<file path="src/include/rcfs_cfg.svh">
`ifndef RCFS_CFG_SVH
`define RCFS_CFG_SVH
`define RCFS_CLK_HZ 20000000
`define RCFS_BLANK_US 1000
`define RCFS_REM_HOLD_US 50000
`define RCFS_OT_BLANK_US 100
`define RCFS_AREC_MS 1000
`define RCFS_BLANK_CYC ((`RCFS_BLANK_US * (`RCFS_CLK_HZ / 1000000)))
`define RCFS_REM_HOLD_CYC ((`RCFS_REM_HOLD_US * (`RCFS_CLK_HZ / 1000000)))
`define RCFS_OT_BLANK_CYC ((`RCFS_OT_BLANK_US * (`RCFS_CLK_HZ / 1000000)))
`define RCFS_AREC_CYC ((`RCFS_AREC_MS * (`RCFS_CLK_HZ / 1000)))
`define RCFS_CNT_W 26
`endif

</file>
<file path="src/include/rcfs_pkg.sv">
package rcfs_pkg;
    typedef enum logic [3:0] {
        RCFS_CHARGE = 4'h0,
        RCFS_BLANK = 4'h1,
        RCFS_RUN = 4'h3,
        RCFS_SKIP = 4'h2,
        RCFS_WAIT = 4'h6,
        RCFS_AREC = 4'h7,
        RCFS_LATCH = 4'h5,
        RCFS_OFF = 4'h4
    } rcfs_state_t;

    // Digitised comparator outputs
    typedef struct packed {
        logic supply_start_level;
        logic supply_stop_level;
        logic line_good;
        logic overvolt_overtemp_input;
        logic feedback_below_skip;
        logic feedback_above_skip_exit;
        logic feedback_below_front_stage;
        logic overload;
        logic remote_off_input;
    } rcfs_cmp_t;

    // Block enables
    typedef struct packed {
        logic line_sense_block;
        logic feedback_block;
        logic fault_block;
        logic front_stage_control;
        logic gate_drive_outputs;
        logic startup_source;
        logic self_supply_cycling;
        logic remote_pulldown;
        logic ot_blank;
    } rcfs_en_t;
endpackage

</file>
<file path="src/hw/rcfs_sequencer.sv">
`timescale 1ns/1ns
`include "rcfs_cfg.svh"
module rcfs_sequencer #(
    parameter int BLANK_CYC = `RCFS_BLANK_CYC,
    parameter int REM_HOLD_CYC = `RCFS_REM_HOLD_CYC,
    parameter int OT_BLANK_CYC = `RCFS_OT_BLANK_CYC,
    parameter int AREC_CYC = `RCFS_AREC_CYC,
    parameter bit REMOTE_VARIANT = 1'b1
) (
    input wire logic REF_CLK,
    input wire logic SRST,
    input wire rcfs_pkg::rcfs_cmp_t CMP_IN,
    output rcfs_pkg::rcfs_en_t EN_OUT,
    output rcfs_pkg::rcfs_state_t STATE
);
    import rcfs_pkg::*;
    localparam int CW = `RCFS_CNT_W;

    // --------------------------------------------------------------
    // Input synchronisers
    // --------------------------------------------------------------
    // Comparators are asynchronous to REF_CLK; a change counts once
    // stages two and three agree, which also filters one-cycle glitches
    rcfs_cmp_t s1, s2, s3, cmp, next_cmp;
    always_comb begin
        next_cmp = cmp;
        if (s2 == s3) begin
            next_cmp = s3;
        end
    end
    always_ff @(posedge REF_CLK) begin
        if (SRST) begin
            s1 <= '0;
            s2 <= '0;
            s3 <= '0;
            cmp <= '0;
        end else begin
            s1 <= CMP_IN;
            s2 <= s1;
            s3 <= s2;
            cmp <= next_cmp;
        end
    end

    // Rising edge of start level, from the filtered copy only
    logic start_d, start_ev;
    assign start_ev = cmp.supply_start_level & ~start_d;

    // --------------------------------------------------------------
    // Sequencer state and timers
    // --------------------------------------------------------------
    rcfs_state_t state, next_state;
    logic [CW-1:0] blank_cnt, next_blank_cnt;
    logic [CW-1:0] rem_cnt, next_rem_cnt;
    logic [CW-1:0] ot_cnt, next_ot_cnt;
    logic [CW-1:0] arec_cnt, next_arec_cnt;
    logic first_blank, next_first_blank;
    logic recharge, next_recharge;

    function automatic logic [CW-1:0] dec(input logic [CW-1:0] v);
        dec = (v != '0) ? v - 1'b1 : v;
    endfunction

    logic blank_done, fault_now;
    assign blank_done = (state == RCFS_BLANK) && (blank_cnt == '0);
    // Overtemp masked during its own blank window
    assign fault_now = cmp.overvolt_overtemp_input & (ot_cnt == '0);

    always_comb begin
        next_state = state;
        next_blank_cnt = dec(blank_cnt);
        next_rem_cnt = dec(rem_cnt);
        next_ot_cnt = dec(ot_cnt);
        next_arec_cnt = dec(arec_cnt);
        next_first_blank = first_blank;
        next_recharge = recharge;
        if (state == RCFS_LATCH) begin
            // Only the release reset leaves the latch
            next_state = RCFS_LATCH;
        end else if (start_ev && state != RCFS_OFF && state != RCFS_RUN && state != RCFS_SKIP) begin
            next_state = RCFS_BLANK;
            next_blank_cnt = CW'(BLANK_CYC);
            next_rem_cnt = CW'(REM_HOLD_CYC);
            next_ot_cnt = CW'(OT_BLANK_CYC);
            next_recharge = 1'b0;
        end else begin
            unique case (state)
                RCFS_CHARGE: begin
                    next_recharge = 1'b1;
                end
                RCFS_BLANK: begin
                    if (blank_done) begin
                        next_first_blank = 1'b0;
                        if (!cmp.line_good) begin
                            next_state = RCFS_WAIT;
                        end else if (cmp.overvolt_overtemp_input) begin
                            next_state = RCFS_WAIT;
                        end else if (first_blank && cmp.feedback_below_skip) begin
                            next_state = RCFS_WAIT;
                        end else begin
                            next_state = RCFS_RUN;
                        end
                    end
                end
                RCFS_RUN, RCFS_SKIP: begin
                    if (fault_now) begin
                        next_state = RCFS_LATCH;
                    end else if (REMOTE_VARIANT && cmp.remote_off_input && rem_cnt == '0) begin
                        next_state = RCFS_OFF;
                    end else if (!cmp.line_good) begin
                        next_state = RCFS_WAIT;
                    end else if (cmp.overload) begin
                        next_state = RCFS_AREC;
                        next_arec_cnt = CW'(AREC_CYC);
                    end else if (state == RCFS_SKIP && cmp.supply_stop_level) begin
                        next_state = REMOTE_VARIANT ? RCFS_CHARGE : RCFS_OFF;
                    end else if (state == RCFS_RUN && cmp.feedback_below_skip) begin
                        next_state = RCFS_SKIP;
                    end else if (state == RCFS_SKIP && cmp.feedback_above_skip_exit) begin
                        next_state = RCFS_RUN;
                        next_ot_cnt = CW'(OT_BLANK_CYC);
                    end
                end
                RCFS_WAIT: begin
                    // Recharge once every blocking condition is gone
                    if (cmp.line_good && !cmp.overvolt_overtemp_input && !cmp.feedback_below_skip) begin
                        next_state = RCFS_CHARGE;
                    end
                end
                RCFS_AREC: begin
                    if (arec_cnt == '0) begin
                        next_state = RCFS_CHARGE;
                    end
                end
                RCFS_OFF: begin
                    // Remote pulled low again: recharge for a new start
                    if (REMOTE_VARIANT && !cmp.remote_off_input) begin
                        next_state = RCFS_CHARGE;
                    end
                end
                default: begin
                    next_state = RCFS_CHARGE;
                end
            endcase
        end
    end

    // SRST is driven when supply falls under release level
    always_ff @(posedge REF_CLK) begin
        if (SRST) begin
            state <= RCFS_CHARGE;
            blank_cnt <= '0;
            rem_cnt <= '0;
            ot_cnt <= '0;
            arec_cnt <= '0;
            first_blank <= 1'b1;
            recharge <= 1'b0;
            start_d <= 1'b0;
        end else begin
            state <= next_state;
            blank_cnt <= next_blank_cnt;
            rem_cnt <= next_rem_cnt;
            ot_cnt <= next_ot_cnt;
            arec_cnt <= next_arec_cnt;
            first_blank <= next_first_blank;
            recharge <= next_recharge;
            start_d <= cmp.supply_start_level;
        end
    end

    // --------------------------------------------------------------
    // Block enables, registered so outputs are glitch free
    // --------------------------------------------------------------
    rcfs_en_t en, next_en;
    always_comb begin
        next_en = '0;
        // Built from the next counts so the marks rise with the blank itself
        next_en.remote_pulldown = (next_rem_cnt != '0) && next_state != RCFS_OFF;
        next_en.ot_blank = (next_ot_cnt != '0);
        unique case (next_state)
            RCFS_CHARGE: begin
                next_en.startup_source = 1'b1;
                next_en.line_sense_block = 1'b1;
                next_en.feedback_block = 1'b1;
                next_en.front_stage_control = 1'b1;
            end
            RCFS_BLANK, RCFS_RUN: begin
                next_en.line_sense_block = 1'b1;
                next_en.feedback_block = 1'b1;
                next_en.fault_block = 1'b1;
                next_en.front_stage_control = ~cmp.feedback_below_front_stage;
                next_en.gate_drive_outputs = (next_state == RCFS_RUN);
            end
            RCFS_SKIP: begin
                next_en.feedback_block = 1'b1;
            end
            RCFS_WAIT: begin
                next_en.line_sense_block = 1'b1;
                next_en.feedback_block = 1'b1;
                next_en.fault_block = cmp.line_good;
                next_en.front_stage_control = 1'b1;
                next_en.self_supply_cycling = 1'b1;
            end
            RCFS_AREC: begin
                next_en.feedback_block = 1'b1;
                next_en.fault_block = 1'b1;
                next_en.self_supply_cycling = 1'b1;
            end
            RCFS_LATCH: begin
                next_en.feedback_block = 1'b1;
                next_en.self_supply_cycling = 1'b1;
                next_en.remote_pulldown = 1'b0;
            end
            RCFS_OFF: begin
                next_en.self_supply_cycling = 1'b1;
            end
            default: begin
                next_en = '0;
            end
        endcase
    end

    always_ff @(posedge REF_CLK) begin
        if (SRST) begin
            en <= '0;
        end else begin
            en <= next_en;
        end
    end

    assign EN_OUT = en;
    assign STATE = state;
endmodule // rcfs_sequencer

</file>
<file path="config.mk">
export PLATFORM = sky130hd
export DESIGN_NAME = rcfs_sequencer
export DESIGN_NICKNAME = d
export VERILOG_FILES = /design/src/include/rcfs_pkg.sv /design/src/hw/rcfs_sequencer.sv
export VERILOG_INCLUDE_DIRS = /design/src /design/src/include
export SDC_FILE = /design/constraint.sdc
export NUM_CORES = 1
export LEC_CHECK = 0
export BUFFER_PORTS_ARGS = -buffer_cell sky130_fd_sc_hd__buf_2
export CORE_UTILIZATION = 40
export CTS_BUF_LIST = sky130_fd_sc_hd__clkbuf_8
export DETAILED_ROUTE_END_ITERATION = 12
export PLACE_DENSITY = 0.62
export SLEW_MARGIN = 10
export SYNTH_ARGS = -nofsm -noshare
export SYNTH_HDL_FRONTEND = slang
export SYNTH_SLANG_ARGS = --single-unit
</file>
<file path="constraint.sdc">
create_clock -name REF_CLK -period 3.18 [get_ports REF_CLK]
set_input_delay 0.795 -clock REF_CLK [delete_from_list [all_inputs] [get_ports REF_CLK]]
set_output_delay 0.795 -clock REF_CLK [all_outputs]
set_load 0.03 [all_outputs]
</file>
# ---- After elaboration in Yosys (flattened, before gate mapping)
# Index checks and enable logic that the tools add are counted.
dict set report classes {
  n_bitwise 9
  n_mul 0
  addsub 4
  n_eq_ne 19
  muxes 48
  n_reduce_logical 39
  n_div 0
  magnitude_cmp 0
  shifts 0
}
# cell n
set ops {}
lappend ops {{$mux W26} 25}
lappend ops {{$reduce_bool A26 Y1} 6}
lappend ops {{$logic_not A26 Y1} 4}
lappend ops {{$sub A26 B1 Y26 const B} 4}
lappend ops {{$mux W4} 13}
lappend ops {{$eq A4 B3 Y1 const B} 8}
lappend ops {{$pmux W4 S6} 1}
lappend ops {{$eq A4 B2 Y1 const B} 4}
lappend ops {{$reduce_or A7 Y1} 2}
lappend ops {{$logic_and A1 B1 Y1} 12}
lappend ops {{$reduce_or A2 Y1} 6}
lappend ops {{$eq A9 B9 Y1} 1}
lappend ops {{$mux W3} 3}
lappend ops {{$eq A4 B1 Y1 const B} 2}
lappend ops {{$logic_not A4 Y1} 2}
lappend ops {{$ne A4 B2 Y1 const B} 2}
lappend ops {{$ne A4 B3 Y1 const B} 2}
lappend ops {{$reduce_or A4 Y1} 2}
lappend ops {{$reduce_or A8 Y1} 1}
lappend ops {{$not A1 Y1} 7}
lappend ops {{$mux W1} 4}
lappend ops {{$pmux W1 S2} 2}
lappend ops {{$reduce_and A4 Y1} 1}
lappend ops {{$reduce_or A3 Y1} 1}
lappend ops {{other kinds (2)} 4}
dict set report word_totals {
  output_inout_bits 13
  latchBits 0
  n_memories 0
  register_bits 155
  mem_bits_ro 0
  ram_bits 0
}

# ---- Logic depth before layout (Yosys ltp)
dict set report logic_depth {
  depth_word 16
  mapped_depth 11
  depth_no_buf 9
}

# ---- Least setup slack after synthesis
# Ideal clock, no wire load.
dict set report synth_path {
  path_type {register to register}
  start {register rem_cnt[8]}
  end {register en (netlist bit EN_OUT[1])}
  arrival_ps 2359
  setup_time_ps 130
  n_path_buf 1
  slack_ps 692
  stages_incl_launch_ff 9
  cell_sequence {dfxtp_1 buf_6 or4_4 nor4_4 a21oi_4 xnor2_2 or3b_1 a2111oi_2 a21oi_1}
}
dict set report synth_between {
  elab_chain_cells 11
}
# item line
set synth_lines {}
lappend synth_lines {{start: declaration} rcfs_sequencer.sv:54} ;# logic [CW-1:0] rem_cnt, next_rem_cnt;
lappend synth_lines {{start signal: assignment} rcfs_sequencer.sv:162} ;# rem_cnt <= next_rem_cnt;
lappend synth_lines {{$logic_not A26 Y1} rcfs_sequencer.sv:108} ;# end else if (REMOTE_VARIANT && cmp.remote_off_input && rem_cnt == '0) begin
lappend synth_lines {{$logic_and A1 B1 Y1} rcfs_sequencer.sv:108}
lappend synth_lines {{$mux W4} rcfs_sequencer.sv:108}
lappend synth_lines {{$mux W4} rcfs_sequencer.sv:106} ;# if (fault_now) begin
lappend synth_lines {{$pmux W4 S6} rcfs_sequencer.sv:87} ;# unique case (state)
lappend synth_lines {{$mux W4} rcfs_sequencer.sv:80} ;# end else if (start_ev && state != RCFS_OFF && state != RCFS_RUN && state != RCFS_SKIP) begin
lappend synth_lines {{$mux W4} rcfs_sequencer.sv:77} ;# if (state == RCFS_LATCH) begin
lappend synth_lines {{$eq A4 B2 Y1, or another cell as far along} rcfs_sequencer.sv:180} ;# unique case (next_state)
lappend synth_lines {{$reduce_or A7 Y1 (no line)} n/a}
lappend synth_lines {{$not A1 Y1 (no line)} n/a}
lappend synth_lines {{$reduce_or A2 Y1 (no line)} n/a}
lappend synth_lines {{end signal: assignment} rcfs_sequencer.sv:227} ;# en <= next_en;
lappend synth_lines {{end: declaration} rcfs_sequencer.sv:174} ;# rcfs_en_t en, next_en;
# Parallel ways exist; a longest one is shown, timed or not.
# A chain may end at the register's enable or synchronous reset.

# ---- Final worst setup path
dict set report layout_path {
  start {register rem_cnt[0]}
  end {register en (netlist bit EN_OUT[8])}
}
dict set report layout_between {
  elab_chain_cells 10
}
# item line
set layout_lines {}
lappend layout_lines {{$logic_not A26 Y1 (*)} rcfs_sequencer.sv:108}
lappend layout_lines {{$logic_and A1 B1 Y1 (*)} rcfs_sequencer.sv:108}
lappend layout_lines {{$mux W4 (*)} rcfs_sequencer.sv:108}
lappend layout_lines {{$mux W4 (*)} rcfs_sequencer.sv:106}
lappend layout_lines {{$pmux W4 S6 (*)} rcfs_sequencer.sv:87}
lappend layout_lines {{$mux W4 (*)} rcfs_sequencer.sv:80}
lappend layout_lines {{$mux W4 (*)} rcfs_sequencer.sv:77}
lappend layout_lines {{$eq A4 B2 Y1, or another cell as far along} rcfs_sequencer.sv:180}
lappend layout_lines {{$reduce_or A4 Y1 (no line) (*)} n/a}
lappend layout_lines {{$mux W1 (*)} rcfs_sequencer.sv:180}
# Every way passes the cells marked *; elsewhere a longest branch is shown, timed or not.

==> impl_results.md <==
* Min Tclk post-route at about 2.8 ns
* Initial Utilization at 0.413
* Final Instance Area at about 8000 um2
* Worst-margin pin slew at ~0.9 ns
* Slowest cell on crit path: o22ai_1
* Drt pass-1 iters at 4
* Buffers on Ports at 23
* Mapped Cells at 828
* Hpwl dp at 10700 um
* Startpoint types: flop
* Total negative setup slack at 0 ns
* Share of cells above drive strength 1 at 0.111
* Top delay family on crit path: simple AND/OR/NAND/NOR gates
* Flops & latches, synth at ~160
* Cts hold-fix bufs at 0
* Power per cell area at between 1000 and 1500 nW/um2
* Fin util at 0.460
* Synth Area in Simple Gates at 0.286
* Reg2reg start: rem_cnt[0]$_SDFF_PP0_
* RSZ-0062 raised after global routing: false
* Antenna violations before repair at 0
* Clock Tree Root: clkbuf_8
* Worst Path Max Fanout at 5
* Finish-stage setup viols at 0
* Largest family of logic cells by synthesized area: simple AND/OR/NAND/NOR gates
* WP data arrival at roughly 3.2 ns
* Layout Area Growth over Synthesis at 11.2%
* Max-slew violation count at 0
* WP buf/inv at 1
* Syn. warnings at 0
* R2R depth at 9
* EDFF count, synth at 0
* GP Congestion at roughly 0.86
* Post-CTS Setup Repair Bufs at 0
* Routed len/inst at 14.0 um
* Die height at 136 um
* Syn_area_per_cell at 8.69 um2
* Resized cells post-CTS at 0
* Mapped cell area at 7200 um2
* Clk_skew at about 0.017 ns
* Skew-Pair Late Insertion Delay at 0.45 ns
* Post-synthesis xor/xnor area fraction at 0.111
* Leak at 3.10 nW
* Clk sink count at 155
* CTS tree: done
* Core area at about 17000 um2
* Final ANT Viol Nets at 0
* Synth unique cells at 74
* Syn Nets at 846
* Reg2reg setup slack at around 0.37 ns
* Die X at 136 um
* Hold path cells at 1
* Post-synthesis mux area share at 0.0169
* Max-cap violations at 0
* Worst setup EP type: flop
* Register area share after synthesis at 0.431
* Vias in the first global route at 5212
* Hold Crit Start: s1[1]$_SDFF_PP0_
* Max Freq at 356 MHz
* Post-Layout Cell Count at 1091
* Nets@finish at 871
* Routed wire length at around 15000 um
* Synth Area in Compound Gates at 0.113
* Via count at approximately 5700
* Cell Rows at 48
* N_diodes at 0
* Peak supply drop at 0.574 mV
* DRC violations left at 0
* Clock-pin slew of the registers on the worst-case setup and hold paths at roughly 0.090 ns
* Dpl cell area at 7590 um2
* Tightest Hold Check Type: reg -> reg
* Fraction of registers with async set or reset after synthesis at 0
* Worst EP required at 3.55 ns
* H-tree depth at 4
* First-pass GRT wire length at 25300 um
* Initial DRC Count at roughly 340
* Kind of critical path: reg -> reg
* Largest net degree at the start of global routing at 51
* # IOs at 24
* CP max stage delay at 0.45 ns
* Via/cell ratio at 5.24
* R2R Path End: EN_OUT[8]$_SDFF_PP0_
* Worst path cell trace: inv_1 > ha_1 > nor3b_1 > nand4_1 > o22ai_1 > o31a_1 > o21ai_1 > or3_1 > a21oi_1
* All-Layer GR Usage at 0.173
* CTS buffer count at 17
* Adder-Cell Fraction of Synth Area at 0.0122
* Die footprint at 18500 um2
* Max Buffers Root-to-Sink at 2
* Fin. Hold Viols at 0
* Total grt overflow at 0
* Run status: finished, final reports clean
* Relative slew slack at 0.408
* Crit share post-route at 0.884
* Hold EP: s2[1]$_SDFF_PP0_
* Ys flop type: dfxtp_1
* Placed Cells at 1059
## worst max-delay path by stage
stage / startpoint / end / slack [ns] / depth (start not counted)
finish: rem_cnt[0]$_SDFF_PP0_ / EN_OUT[8]$_SDFF_PP0_ / 0.37 / 9
global route: rem_cnt[0]$_SDFF_PP0_ / EN_OUT[8]$_SDFF_PP0_ / 0.13 / 9
CTS: rem_cnt[0]$_SDFF_PP0_ / EN_OUT[8]$_SDFF_PP0_ / 0.39 / 9
detailed placement: rem_cnt[0]$_SDFF_PP0_ / EN_OUT[8]$_SDFF_PP0_ / 0.41 / 9
global placement: rem_cnt[0]$_SDFF_PP0_ / EN_OUT[8]$_SDFF_PP0_ / 0.39 / 9
floorplan: rem_cnt[8]$_SDFF_PP0_ / EN_OUT[1]$_SDFF_PP0_ / 0.69 / 8
## kinds of logic after synthesis
group / after synthesis
other cells: 1
mux: 12
xor+xnor: 90
compound gates: 123
flops: 155
simple gates: 385
buf+inv: 55
fa+ha+maj: 7
## cell type report
cell class                      count  area, um2
Clock buffer                       19        262
Clock inverter                     13        155
Fill cell                        1702       9410
Inverter                           20       75.1
Multi-Input combinational cell    618       3880
Sequential cell                   155       3100
Tap cell                          225        282
Timing Repair Buffer               41        250
## Yosys cell counts (all sizes together), types with 8 or more instances
cell,instances,area share
xor2,39,0.047
clkbuf,33,0.017
nor4,32,0.033
mux2i,11,0.015
o21ai,24,0.017
nor2,120,0.063
nand3,22,0.016
inv,20,0.010
nor2b,34,0.030
nand2,43,0.022
or3,13,0.011
nor3,46,0.033
xnor2,51,0.063
or4,8,0.0094
dfxtp,155,0.43
nand4,15,0.013
nand2b,13,0.011
a21oi,41,0.030
## sequential cells by signal, indices dropped and copies added (netlist names)
name,flops
cmp,9
start_d,1
s1,9
s2,9
STATE,4
ot_cnt,26
arec_cnt,26
rem_cnt,26
s3,9
first_blank,1
blank_cnt,26
EN_OUT,9
## report_power, final
part           internal (mW)  switching (mW)
clock                  0.759           0.776
combinational           2.25            2.91
sequential              2.54           0.676
total                   5.55            4.36
## routing by layer
layer,up-vias,share of wire,GRT usage
li1,2976,-,-
met5,-,0,0
met4,0,0.016,0.0636
met2,102,0.43,0.257
met1,2623,0.51,0.240
met3,18,0.038,0.0425
## cells in the final DEF (no fill, tap or decap), types with 11 or more instances in the layout
cell      count
xnor2_1      50
or3_1        13
nor3_1       45
o21ai_0      19
nand3_1      21
nor2b_1      34
xor2_1       39
buf_4        18
nand2_1      43
clkbuf_8     19
nor2_1      120
nor4_1       27
buf_2        23
a21oi_1      40
nand4_1      15
dfxtp_1     155
mux2i_1      11
nand2b_1     13
inv_1        20
## through the flow
step	setup WS [ns]	hold WS, ns	power [mW]
3_5_place_dp	0.411	0.424	8.36
3_3_place_gp	0.388	0.416	8.33
6_report	0.369	0.440	9.91
5_1_grt	0.128	0.456	10.8
4_1_cts	0.385	0.445	9.94
2_1_floorplan	0.692	0.414	7.21
Note: power is estimated with default switching activity, not from simulation.
